## src/design/pms_pkg.sv

```systemverilog
// Constants and types for the operating-mode and clock sequencer
package pms_pkg;

   // ==================================================
   // Register map (byte addresses)
   localparam logic [7:0] ADDR_SYSCLK_CTRL = 8'h00;
   localparam logic [7:0] ADDR_FAST_OSC = 8'h04;
   localparam logic [7:0] ADDR_STATUS = 8'h08;
   localparam logic [7:0] ADDR_WAKE_EN = 8'h0c;
   localparam logic [7:0] ADDR_INT_EN = 8'h10;

   // ==================================================
   // Field positions and reset values
   localparam int SEL_LSB = 5;
   localparam int SEL_W = 3;
   localparam int HS_IDLE_BIT = 1;
   localparam int LS_IDLE_BIT = 0;
   localparam int HS_EN_BIT = 0;
   localparam int HS_STABLE_BIT = 1;
   localparam int PDF_BIT = 0;
   localparam int TO_BIT = 1;
   localparam int SLOW_ACT_BIT = 2;
   localparam int LS_STABLE_BIT = 3;
   localparam int MODE_LSB = 4;
   localparam logic [2:0] SEL_SLOW = 3'h7;
   localparam logic [2:0] SEL_RESET = 3'h0;
   localparam logic HS_EN_RESET = 1'b1;

   // ==================================================
   // Oscillator start-up times
   localparam int CLK_PERIOD_NS = 100;
   localparam int HS_START_NS = 1600;
   localparam int LS_START_NS = 3200;
   localparam int HS_START_CYC =
      (HS_START_NS + CLK_PERIOD_NS - 1) / CLK_PERIOD_NS;
   localparam int LS_START_CYC =
      (LS_START_NS + CLK_PERIOD_NS - 1) / CLK_PERIOD_NS;
   localparam int CNT_W = 8;

   // ==================================================
   // Types
   typedef enum logic [2:0] {
      MODE_RUN = 3'h0,
      MODE_SLEEP = 3'h1,
      MODE_IDLE_SLOW = 3'h2,
      MODE_IDLE_BOTH = 3'h3,
      MODE_IDLE_FAST = 3'h4
   } pms_mode_t;

   typedef enum logic [1:0] {
      ST_RUN = 2'h0,
      ST_HALTED = 2'h1,
      ST_WAKE = 2'h2
   } pms_state_t;

   typedef struct packed {
      logic halt;
      logic clr_wdt;
      logic wdt_enable;
      logic wdt_overflow;
      logic stack_full;
   } pms_cpu_req_t;

   typedef struct packed {
      logic stall;
      logic wake;
      logic int_response;
      logic pc_sp_reset;
      logic wdt_clear;
      logic wdt_run;
   } pms_cpu_rsp_t;

endpackage

```

## src/design/pms_sequencer.sv

```systemverilog
// Operating-mode and clock sequencer with APB register access
//
// Functional notes
// - Enable write clears stable flag until settled
// - Fast control bits 7..2 read zero
// - Fast oscillator enable bit, resets to one
// - Select 111 moves system clock to slow
// - Slow switch waits for slow oscillator stable
// - Select 000..110 gives fast divided clock
// - Stable flag reports fast restart to software
// - Halt with both idle bits zero: sleep
// - Halt, slow idle only: fast stops
// - Halt, both idle bits: both clocks run
// - Halt, fast idle only: slow runs only with watchdog
// - Low-power entry keeps the control registers unchanged
// - Halt sets power-down, clears timeout flag
// - Halt clears watchdog; runs only if enabled
// - Wake on port A edge, interrupt, overflow
// - Power-down flag cleared by reset, clear-watchdog
// - Overflow wake sets timeout, resets PC/SP
// - Per-pin port A wake enable, resume after
// - Disabled or stack-full interrupt: resume after
// - Enabled interrupt with stack room: interrupt
// - Interrupt pending before halt cannot wake
// - Wake waits for system oscillator stable
// - Clock control: select 7..5, idle bits 1..0
// - Sleep keeps slow oscillator only with watchdog
//
// Local design decisions: the address map and the APB slave port.
module pms_sequencer #(
   parameter int PORTA_W = 8,
   parameter int INT_W = 4,
   parameter int HS_CYC = pms_pkg::HS_START_CYC,
   parameter int LS_CYC = pms_pkg::LS_START_CYC
) (
   // Clock and reset
   input wire logic pclk,
   input wire logic presetn,
   // APB slave
   input wire logic psel,
   input wire logic penable,
   input wire logic pwrite,
   input wire logic [7:0] paddr,
   input wire logic [31:0] pwdata,
   output logic [31:0] prdata,
   output logic pready,
   output logic pslverr,
   // CPU core
   input wire pms_pkg::pms_cpu_req_t cpu_req,
   output pms_pkg::pms_cpu_rsp_t cpu_rsp,
   // Wake sources
   input wire logic [PORTA_W-1:0] porta_in,
   input wire logic [INT_W-1:0] int_req,
   // Clock controls
   output logic fast_osc_on,
   output logic slow_osc_on,
   output logic sysclk_is_slow,
   output logic [2:0] sysclk_div_sel,
   output logic sysclk_run,
   output pms_pkg::pms_mode_t mode
);

   // ==================================================
   // Registers
   logic [2:0] sel_ff;
   logic hs_idle_ff, ls_idle_ff, hs_en_ff, pdf_ff, to_ff, slow_act_ff;
   logic [PORTA_W-1:0] wake_en_ff, porta_prev_ff;
   logic [INT_W-1:0] int_en_ff, int_snap_ff;
   logic [pms_pkg::CNT_W-1:0] hs_cnt_ff, ls_cnt_ff;
   pms_pkg::pms_state_t state_ff;
   pms_pkg::pms_mode_t mode_ff;
   logic wake_wdt_ff, wake_int_ff;
   logic [31:0] prdata_ff;
   logic pready_ff, pslverr_ff, fast_on_ff, slow_on_ff;
   pms_pkg::pms_cpu_rsp_t rsp_ff;
   logic setup, wr_en, hs_stable, ls_stable, porta_fall, int_new;
   logic wake_any, halted, wake_done, nxt_fast_on, nxt_slow_on, nxt_err;
   logic [31:0] nxt_prdata;
   pms_pkg::pms_mode_t nxt_mode;
   localparam logic [pms_pkg::CNT_W-1:0] HS_MAX = pms_pkg::CNT_W'(HS_CYC);
   localparam logic [pms_pkg::CNT_W-1:0] LS_MAX = pms_pkg::CNT_W'(LS_CYC);

   // ==================================================
   // APB access
   assign setup = psel && !penable && !pready_ff;
   assign wr_en = psel && penable && pready_ff && pwrite;
   always_comb begin
      nxt_prdata = '0;
      nxt_err = 1'b0;
      case (paddr)
         pms_pkg::ADDR_SYSCLK_CTRL: begin
            nxt_prdata[pms_pkg::SEL_LSB +: pms_pkg::SEL_W] = sel_ff;
            nxt_prdata[pms_pkg::HS_IDLE_BIT] = hs_idle_ff;
            nxt_prdata[pms_pkg::LS_IDLE_BIT] = ls_idle_ff;
         end
         pms_pkg::ADDR_FAST_OSC: begin
            nxt_prdata[pms_pkg::HS_EN_BIT] = hs_en_ff;
            nxt_prdata[pms_pkg::HS_STABLE_BIT] = hs_stable;
         end
         pms_pkg::ADDR_STATUS: begin
            nxt_prdata[pms_pkg::PDF_BIT] = pdf_ff;
            nxt_prdata[pms_pkg::TO_BIT] = to_ff;
            nxt_prdata[pms_pkg::SLOW_ACT_BIT] = slow_act_ff;
            nxt_prdata[pms_pkg::LS_STABLE_BIT] = ls_stable;
            nxt_prdata[pms_pkg::MODE_LSB +: 3] = mode_ff;
         end
         pms_pkg::ADDR_WAKE_EN: nxt_prdata[PORTA_W-1:0] = wake_en_ff;
         pms_pkg::ADDR_INT_EN: nxt_prdata[INT_W-1:0] = int_en_ff;
         default: nxt_err = 1'b1;
      endcase
   end
   always_ff @(posedge pclk or negedge presetn) begin
      if (!presetn) begin
         pready_ff <= 1'b0;
         prdata_ff <= '0;
         pslverr_ff <= 1'b0;
      end else begin
         pready_ff <= setup;
         pslverr_ff <= setup && nxt_err;
         if (setup) begin
            prdata_ff <= pwrite ? '0 : nxt_prdata;
         end
      end
   end

   // ==================================================
   // Control registers
   always_ff @(posedge pclk or negedge presetn) begin
      if (!presetn) begin
         sel_ff <= pms_pkg::SEL_RESET;
         hs_idle_ff <= 1'b0;
         ls_idle_ff <= 1'b0;
         hs_en_ff <= pms_pkg::HS_EN_RESET;
         wake_en_ff <= '0;
         int_en_ff <= '0;
      end else if (wr_en) begin
         case (paddr)
            pms_pkg::ADDR_SYSCLK_CTRL: begin
               sel_ff <= pwdata[pms_pkg::SEL_LSB +: pms_pkg::SEL_W];
               hs_idle_ff <= pwdata[pms_pkg::HS_IDLE_BIT];
               ls_idle_ff <= pwdata[pms_pkg::LS_IDLE_BIT];
            end
            pms_pkg::ADDR_FAST_OSC: begin
               hs_en_ff <= pwdata[pms_pkg::HS_EN_BIT];
            end
            pms_pkg::ADDR_WAKE_EN: begin
               wake_en_ff <= pwdata[PORTA_W-1:0];
            end
            pms_pkg::ADDR_INT_EN: int_en_ff <= pwdata[INT_W-1:0];
            default: ;
         endcase
      end
   end

   // ==================================================
   // Oscillator enables and start-up timers
   assign halted = (state_ff == pms_pkg::ST_HALTED);
   assign wake_done = (state_ff == pms_pkg::ST_WAKE) &&
                      (slow_act_ff ? ls_stable : hs_stable);
   always_comb begin
      nxt_fast_on = 1'b1;
      nxt_slow_on = 1'b1;
      if (halted) begin
         case (mode_ff)
            pms_pkg::MODE_SLEEP: begin
               nxt_fast_on = 1'b0;
               nxt_slow_on = cpu_req.wdt_enable;
            end
            pms_pkg::MODE_IDLE_SLOW: begin
               nxt_fast_on = 1'b0;
               nxt_slow_on = 1'b1;
            end
            pms_pkg::MODE_IDLE_FAST: begin
               nxt_fast_on = 1'b1;
               nxt_slow_on = cpu_req.wdt_enable;
            end
            default: begin
               nxt_fast_on = 1'b1;
               nxt_slow_on = 1'b1;
            end
         endcase
      end else if (slow_act_ff) begin
         nxt_fast_on = hs_en_ff;
      end
   end
   always_ff @(posedge pclk or negedge presetn) begin
      if (!presetn) begin
         fast_on_ff <= 1'b1;
         slow_on_ff <= 1'b1;
      end else begin
         fast_on_ff <= nxt_fast_on;
         slow_on_ff <= nxt_slow_on;
      end
   end
   assign hs_stable = (hs_cnt_ff == HS_MAX);
   assign ls_stable = (ls_cnt_ff == LS_MAX);
   // Enable write restarts the settle count
   always_ff @(posedge pclk or negedge presetn) begin
      if (!presetn) begin
         hs_cnt_ff <= '0;
      end else if (!fast_on_ff ||
                   (wr_en && paddr == pms_pkg::ADDR_FAST_OSC &&
                    pwdata[pms_pkg::HS_EN_BIT] && !hs_en_ff)) begin
         hs_cnt_ff <= '0;
      end else if (!hs_stable) begin
         hs_cnt_ff <= hs_cnt_ff + 1'b1;
      end
   end
   always_ff @(posedge pclk or negedge presetn) begin
      if (!presetn) begin
         ls_cnt_ff <= '0;
      end else if (!slow_on_ff) begin
         ls_cnt_ff <= '0;
      end else if (!ls_stable) begin
         ls_cnt_ff <= ls_cnt_ff + 1'b1;
      end
   end

   // ==================================================
   // System clock selection
   always_ff @(posedge pclk or negedge presetn) begin
      if (!presetn) begin
         slow_act_ff <= 1'b0;
      end else if (sel_ff == pms_pkg::SEL_SLOW) begin
         if (ls_stable) begin
            slow_act_ff <= 1'b1;
         end
      end else begin
         slow_act_ff <= 1'b0;
      end
   end

   // ==================================================
   // Wake detection
   always_ff @(posedge pclk or negedge presetn) begin
      if (!presetn) begin
         porta_prev_ff <= '0;
      end else begin
         porta_prev_ff <= porta_in;
      end
   end
   assign porta_fall = |(porta_prev_ff & ~porta_in & wake_en_ff);
   assign int_new = |(int_req & ~int_snap_ff);
   assign wake_any = porta_fall || int_new || cpu_req.wdt_overflow;
   // Requests already raised at halt are masked
   always_ff @(posedge pclk or negedge presetn) begin
      if (!presetn) begin
         int_snap_ff <= '0;
      end else if (state_ff == pms_pkg::ST_RUN && cpu_req.halt) begin
         int_snap_ff <= int_req;
      end else if (halted) begin
         int_snap_ff <= int_snap_ff & int_req;
      end
   end

   // ==================================================
   // Mode sequencer
   always_comb begin
      case ({hs_idle_ff, ls_idle_ff})
         2'b00: nxt_mode = pms_pkg::MODE_SLEEP;
         2'b01: nxt_mode = pms_pkg::MODE_IDLE_SLOW;
         2'b11: nxt_mode = pms_pkg::MODE_IDLE_BOTH;
         default: nxt_mode = pms_pkg::MODE_IDLE_FAST;
      endcase
   end
   always_ff @(posedge pclk or negedge presetn) begin
      if (!presetn) begin
         state_ff <= pms_pkg::ST_RUN;
         mode_ff <= pms_pkg::MODE_RUN;
         wake_wdt_ff <= 1'b0;
         wake_int_ff <= 1'b0;
      end else begin
         case (state_ff)
            pms_pkg::ST_RUN: begin
               if (cpu_req.halt) begin
                  state_ff <= pms_pkg::ST_HALTED;
                  mode_ff <= nxt_mode;
               end
            end
            pms_pkg::ST_HALTED: begin
               if (wake_any) begin
                  state_ff <= pms_pkg::ST_WAKE;
                  wake_wdt_ff <= cpu_req.wdt_overflow;
                  wake_int_ff <= int_new && !porta_fall &&
                                 !cpu_req.wdt_overflow;
               end
            end
            pms_pkg::ST_WAKE: begin
               if (wake_done) begin
                  state_ff <= pms_pkg::ST_RUN;
                  mode_ff <= pms_pkg::MODE_RUN;
                  wake_wdt_ff <= 1'b0;
                  wake_int_ff <= 1'b0;
               end
            end
            default: begin
               state_ff <= pms_pkg::ST_RUN;
            end
         endcase
      end
   end

   // ==================================================
   // Status flags, set wins over clear
   always_ff @(posedge pclk or negedge presetn) begin
      if (!presetn) begin
         pdf_ff <= 1'b0;
         to_ff <= 1'b0;
      end else begin
         if (state_ff == pms_pkg::ST_RUN && cpu_req.halt) begin
            pdf_ff <= 1'b1;
         end else if (cpu_req.clr_wdt) begin
            pdf_ff <= 1'b0;
         end
         if (halted && cpu_req.wdt_overflow) begin
            to_ff <= 1'b1;
         end else if (state_ff == pms_pkg::ST_RUN && cpu_req.halt) begin
            to_ff <= 1'b0;
         end
      end
   end

   // ==================================================
   // Core response
   always_ff @(posedge pclk or negedge presetn) begin
      if (!presetn) begin
         rsp_ff <= '0;
      end else begin
         rsp_ff.stall <= (state_ff != pms_pkg::ST_RUN) ||
                         cpu_req.halt;
         rsp_ff.wdt_clear <= state_ff == pms_pkg::ST_RUN &&
                             cpu_req.halt;
         rsp_ff.wdt_run <= cpu_req.wdt_enable;
         rsp_ff.wake <= 1'b0;
         rsp_ff.int_response <= 1'b0;
         rsp_ff.pc_sp_reset <= 1'b0;
         if (wake_done) begin
            rsp_ff.stall <= 1'b0;
            rsp_ff.wake <= 1'b1;
            rsp_ff.pc_sp_reset <= wake_wdt_ff;
            rsp_ff.int_response <= wake_int_ff &&
               |(int_req & int_en_ff) && !cpu_req.stack_full;
         end
      end
   end

   // ==================================================
   // Outputs
   assign prdata = prdata_ff;
   assign pready = pready_ff;
   assign pslverr = pslverr_ff;
   assign cpu_rsp = rsp_ff;
   assign fast_osc_on = fast_on_ff;
   assign slow_osc_on = slow_on_ff;
   assign sysclk_is_slow = slow_act_ff;
   assign sysclk_div_sel = sel_ff;
   assign mode = mode_ff;
   always_ff @(posedge pclk or negedge presetn) begin
      if (!presetn) begin
         sysclk_run <= 1'b1;
      end else begin
         sysclk_run <= wake_done ||
                       (!(halted || state_ff == pms_pkg::ST_WAKE) &&
                        !(state_ff == pms_pkg::ST_RUN && cpu_req.halt));
      end
   end

endmodule

```

## config.mk

```make
export PLATFORM = sky130hd
export DESIGN_NAME = pms_sequencer
export DESIGN_NICKNAME = d
export VERILOG_FILES = /design/src/design/pms_pkg.sv /design/src/design/pms_sequencer.sv
export SDC_FILE = /design/constraint.sdc
export NUM_CORES = 1
export LEC_CHECK = 0
export BUFFER_PORTS_ARGS = -buffer_cell sky130_fd_sc_hd__buf_2
export CAP_MARGIN = 15
export CORE_MARGIN = 4
export CORE_UTILIZATION = 29
export CTS_CLUSTER_DIAMETER = 50
export CTS_CLUSTER_SIZE = 8
export DETAILED_ROUTE_END_ITERATION = 6
export SYNTH_ARGS = -nofsm -noshare
export SYNTH_HDL_FRONTEND = slang
export SYNTH_SLANG_ARGS = --single-unit
```

## constraint.sdc

```tcl
create_clock -name pclk -period 2 [get_ports pclk]
set_input_delay 0.4 -clock pclk [delete_from_list [all_inputs] [get_ports pclk]]
set_output_delay 0.4 -clock pclk [all_outputs]
set_load 0.005 [all_outputs]
```

# Word level (Yosys, flattened, before mapping)
# Cells that the tools add are included.
[totals]
out_inout_bits = 50
in_bits = 62
elab_cells = 151
register_bits = 99
[classes]
n_addsub = 2
mux = 39
n_eq_ne = 20
n_bitwise = 7
reduce_logical = 54
[ops]
columns = ["op", "n"]
rows = [
  ["$mux 8", 5],
  ["$pmux 2 s3", 3],
  ["$logic_and 1x1->1", 17],
  ["$add 8x1->8 const B", 2],
  ["$and 8x8->8", 2],
  ["$eq 8x4->1 const B", 2],
  ["$eq 8x5->1 const B", 2],
  ["$mux 1", 16],
  ["$and 4x4->4", 3],
  ["$mux 4", 3],
  ["$reduce_bool 2->1", 6],
  ["$ne 2x2->1 const B", 5],
  ["$pmux 2 s5", 1],
  ["$logic_not 1->1", 9],
  ["$pmux 3 s3", 1],
  ["$reduce_and 3->1", 3],
  ["$eq 8x3->1 const B", 1],
  ["$eq 8x6->1 const B", 1],
  ["$logic_not 8->1", 1],
  ["$not 8->8", 1],
  ["$pmux 1 s2", 4],
  ["$reduce_and 2->1", 4],
  ["$reduce_or 4->1", 2],
  ["$reduce_or 8->1", 1],
  ["other kinds (14)", 27],
]

# Longest topological paths before layout
[depth]
ltp_word = 9
ltp_mapped = 8
mapped_depth_nobuf = 8

# Worst setup path after synthesis
# Ideal clock, no wire load.
[synth_timing]
path_type = "register to register"
from = "register state_ff[1]"
to = "register state_ff[0]"
setup_ns = 0.125
t_required_ns = 1.875
arrival_time_ns = 1.879
period_less_slack_ns = 2.005
path_buffers = 1
path_slack_ns = -0.005
path_stages_with_launch = 8
cell_sequence = "dfrtp_1 inv_1 ha_1 buf_2 nand3b_1 or4_1 o21bai_4 mux2_4"
[synth_between]
elab_chain_len = 4
word_cells_on_any_way = 9
cone_classes = "eq/ne (5); mux (1); reduce/logical (3)"
[synth_rtl]
columns = ["element", "line", "rtl"]
rows = [
  ["start, declared", "pms_sequencer.sv:70", "pms_pkg::pms_state_t state_ff;"],
  ["start signal, assigned", "pms_sequencer.sv:268", "state_ff <= pms_pkg::ST_RUN;"],
  ["start signal, assigned", "pms_sequencer.sv:276", "state_ff <= pms_pkg::ST_HALTED;"],
  ["start signal, assigned", "pms_sequencer.sv:282", "state_ff <= pms_pkg::ST_WAKE;"],
  ["$eq 2x2->1", "pms_sequencer.sv:158, pms_sequencer.sv:273", ""],
  ["$logic_and 1x1->1", "pms_sequencer.sv:158", "assign wake_done = (state_ff == pms_pkg::ST_WAKE) &&"],
  ["$ne 2x2->1 (no source line)", "n/a", ""],
  ["$reduce_and 3->1 (no source line)", "n/a", ""],
]
# Parallel ways exist; a longest one is shown, timed or not.
# A chain may end at the register's enable or synchronous reset.

# Final worst setup path
# Ends and elaborated chain as after synthesis.

==> metrics.cfg <==
[worst_setup_path]
start_kind = register
cpPeakStageDelay_ps = 560
startpoint = state_ff[1]$_DFFE_PN0P_
critical_path.cell_chain = inv_1 > ha_2 > nand3b_1 > or4_4 > o21bai_4 > mux2_4
path_class = register to register
r2r-start = state_ff[1]$_DFFE_PN0P_
cp-end-kind = register
arrival_ps = 2140
cpMaxStageDelayCell = or4_4
crit_family = simple AND/OR/NAND/NOR gates
critPathMaxFanout = 3
critical_path_buf_inv_count = 1
worstPathRequired_ps = 2210

[floorplanning]
io-pin-count = 112
design.core.area_sq_um = 12600
die_h_um = 121
row_count = 41
die_area_sq_um = 14700
initial_core_util = 0.295
die_w_um = 121

[power]
clkPwrFrac = 0.319
power_leakage_nw = 2.28
finalPower_mw = 4.99
swShare = 0.309
combPwrFrac = 0.272
vdd_drop_max_v = 0.000438
power_frac_seq = 0.409
power.density_nw_per_um2 = 1080
cell_internal_pwr_mw = 3.45
power.switching_mw = 1.54

[cts]
post-cts-setup-buffer-count = 0
cts.path.max_buffers = 2
clk-insertion-delay-late_ps = 330
cts_sinks = 75
cts_buffers = 9
cts-root-buf = clkbuf_16
cts_tree = yes
htree_levels = 3
clk_pin_slew_ps = 60

[logic_synthesis]
netlist_area_sq_um = 3710
synthTopCellsByArea = dfrtp_1 (48%), mux2_2 (5.5%), buf_4 (4.9%)
synth_area_per_cell_sq_um = 11.0
yosysTopAreaCellShare = 0.479
yosys_warnings = 0
synth-async-reset-ratio = 1.00
yosysMostFrequentCell = dfrtp_1
syn_inst = 336
synth_edf_count = 0
ys_types = 47
synthTopCellsByCount = dfrtp_1 (71), nor2_1 (25), buf_4 (24)
synth_top_area_cell = dfrtp_1
ys_seq_area_frac = 0.507
ys_seq_elements = 75
synth_flop_cell = dfrtp_1

[placed_design]
place_area_sq_um = 4310
numPortBuffers = 63
gp_congestion = 0.815
dp_hpwl_mm = 6.87
pre_cts_ws_ps = -186

[grt]
grt_max_degree = 37
grt_pass1_wl_mm = 14.5
grt_usage = 0.128
grt_antenna_before_repair = 0
grt_pass1_vias = 2818
overflow = 0

[timing]
fin_crit_ps = 1930
rsz0062_at_grt = false
clock_skew_ps = 8.68
slew_violations = 0
hold_ws_ps = 34.1
finalWorstSetupSlack_ps = 73.4
post-route-period-util = 0.963
tns_ps = 0
hold_viol = 0
report.final.setup_viol = 0
fmax_ghz = 0.519

[outcome]
run_status = finished clean

[layout]
num-nets-final = 498
fin_area_sq_um = 4620
n_antenna_cell = 0
area_delta_synth_final_pct = 24.5
drive_gt1_frac = 0.323

[detailed_routing]
route.detailed.drc = 0
totalWireLength_mm = 9.06
first_iter_violations = 146
wl_per_cell_um = 15.1
final_antenna_net_count = 0
dr_total_vias = 2711
first_pass_iters = 4
via_per_inst = 4.50

[run]
cap_violations = 0

[worst_hold_path]
hold_path_class = primary input to asynchronous set/reset pin

## path summary, 6_finish.rpt
path                                               to  slack, ps  cells after the start
min in group pclk          porta_prev_ff[4]$_DFF_PN0_        190                      1
max reg2reg                   state_ff[0]$_DFFE_PN0P_         70                      6
max                           state_ff[0]$_DFFE_PN0P_         70                      6
max in group asynchronous        hs_en_ff$_DFFE_PN1N_       1340                      2
min reg2reg                     prdata[0]$_DFFE_PN0P_        480                      2
min                                 pslverr$_DFF_PN0_         30                      1
## power by group through the flow
stage | logic (mW) | clock network (mW) | registers (mW)
6_report | 1.36 | 1.59 | 2.04
5_1_grt | 1.52 | 1.70 | 2.08
4_1_cts | 1.35 | 1.63 | 2.04
3_5_place_dp | 1.34 | 0 | 2.07
3_3_place_gp | 1.30 | 0 | 2.05
2_1_floorplan | 0.894 | 0 | 2.02
## final cells by class
type	count	area, sq um
Fill cell	1261	7950
Sequential cell	75	1880
Multi-Input combinational cell	234	1660
Timing Repair Buffer	85	495
Clock buffer	9	225
Tap cell	172	215
Inverter	20	75.1
Clock inverter	7	68.8
## stage by stage
stage               utilization  instances
finish                    0.368        602
global route              0.368        602
CTS                       0.366        602
detailed placement        0.343        586
global placement          0.343        586
floorplan                     -        359
## routing by layer
metal | part of all wire | routed length (um) | GRT usage
met1 | 0.48 | 4320 | 0.171
met2 | 0.46 | 4170 | 0.198
met3 | 0.045 | 405 | 0.0340
met4 | 0.018 | 167 | 0.0482
met5 | 0 | 0 | 0
## what timing repair did
| action | 4_1_cts | 5_1_grt |
|---|---|---|
| setup endpoints to repair | 0 | 3 |
| resized for setup | 0 | 4 |
| hold buffers | 0 | 0 |
| hold endpoints to repair | 0 | 0 |
## cell usage in the layout (no fill, tap or decap), types with 2 or more instances in the layout
cell type   Yosys  layout
dfrtp_1        71      71
buf_2           1      62
nor2_1         25      25
conb_1          1      24
buf_4          24      22
inv_1          20      20
nand2_1        20      20
mux2_2         18      18
o21ai_0        15      15
a21oi_1        12      12
nand3_1        13      12
nand3b_1       12      12
ha_1           11      10
mux2i_1        10       9
clkbuf_16       0       9
xnor2_1         8       8
and2_1          8       8
xor2_1          6       6
a22o_1          5       5
and3_1          5       5
nor2b_1         4       4
dfstp_2         4       4
nand3_2         2       3
o22ai_1         3       3
o211ai_1        3       3
o22a_1          3       3
clkinv_2        0       3
or4_4           1       2
o221ai_1        2       2
mux2_4          2       2
nand4_1         2       2
nor4_4          2       2
nand2b_1        2       2
clkinvlp_4      0       2
## flip-flops by register name, summed over array words and instances, names as in the netlist, 2 cells and up
register        count
sysclk_div_sel      3
mode                3
prdata              8
hs_cnt_ff           8
porta_prev_ff       8
state_ff            2
ls_cnt_ff           8
int_en_ff           4
wake_en_ff          8
cpu_rsp             6
int_snap_ff         4
## cell families (layout without fill, tap and decap cells)
family,Yosys count,after routing,share of synthesized area
simple gates,104,104,0.164
buf+inv,50,121,0.0752
mux,30,30,0.0897
fa+ha+maj,11,11,0.0371
xor+xnor,14,14,0.0330
compound gates,51,51,0.0934
flops,75,75,0.507
other cells,1,24,0.00101
Power figures use the tool's default switching activity.
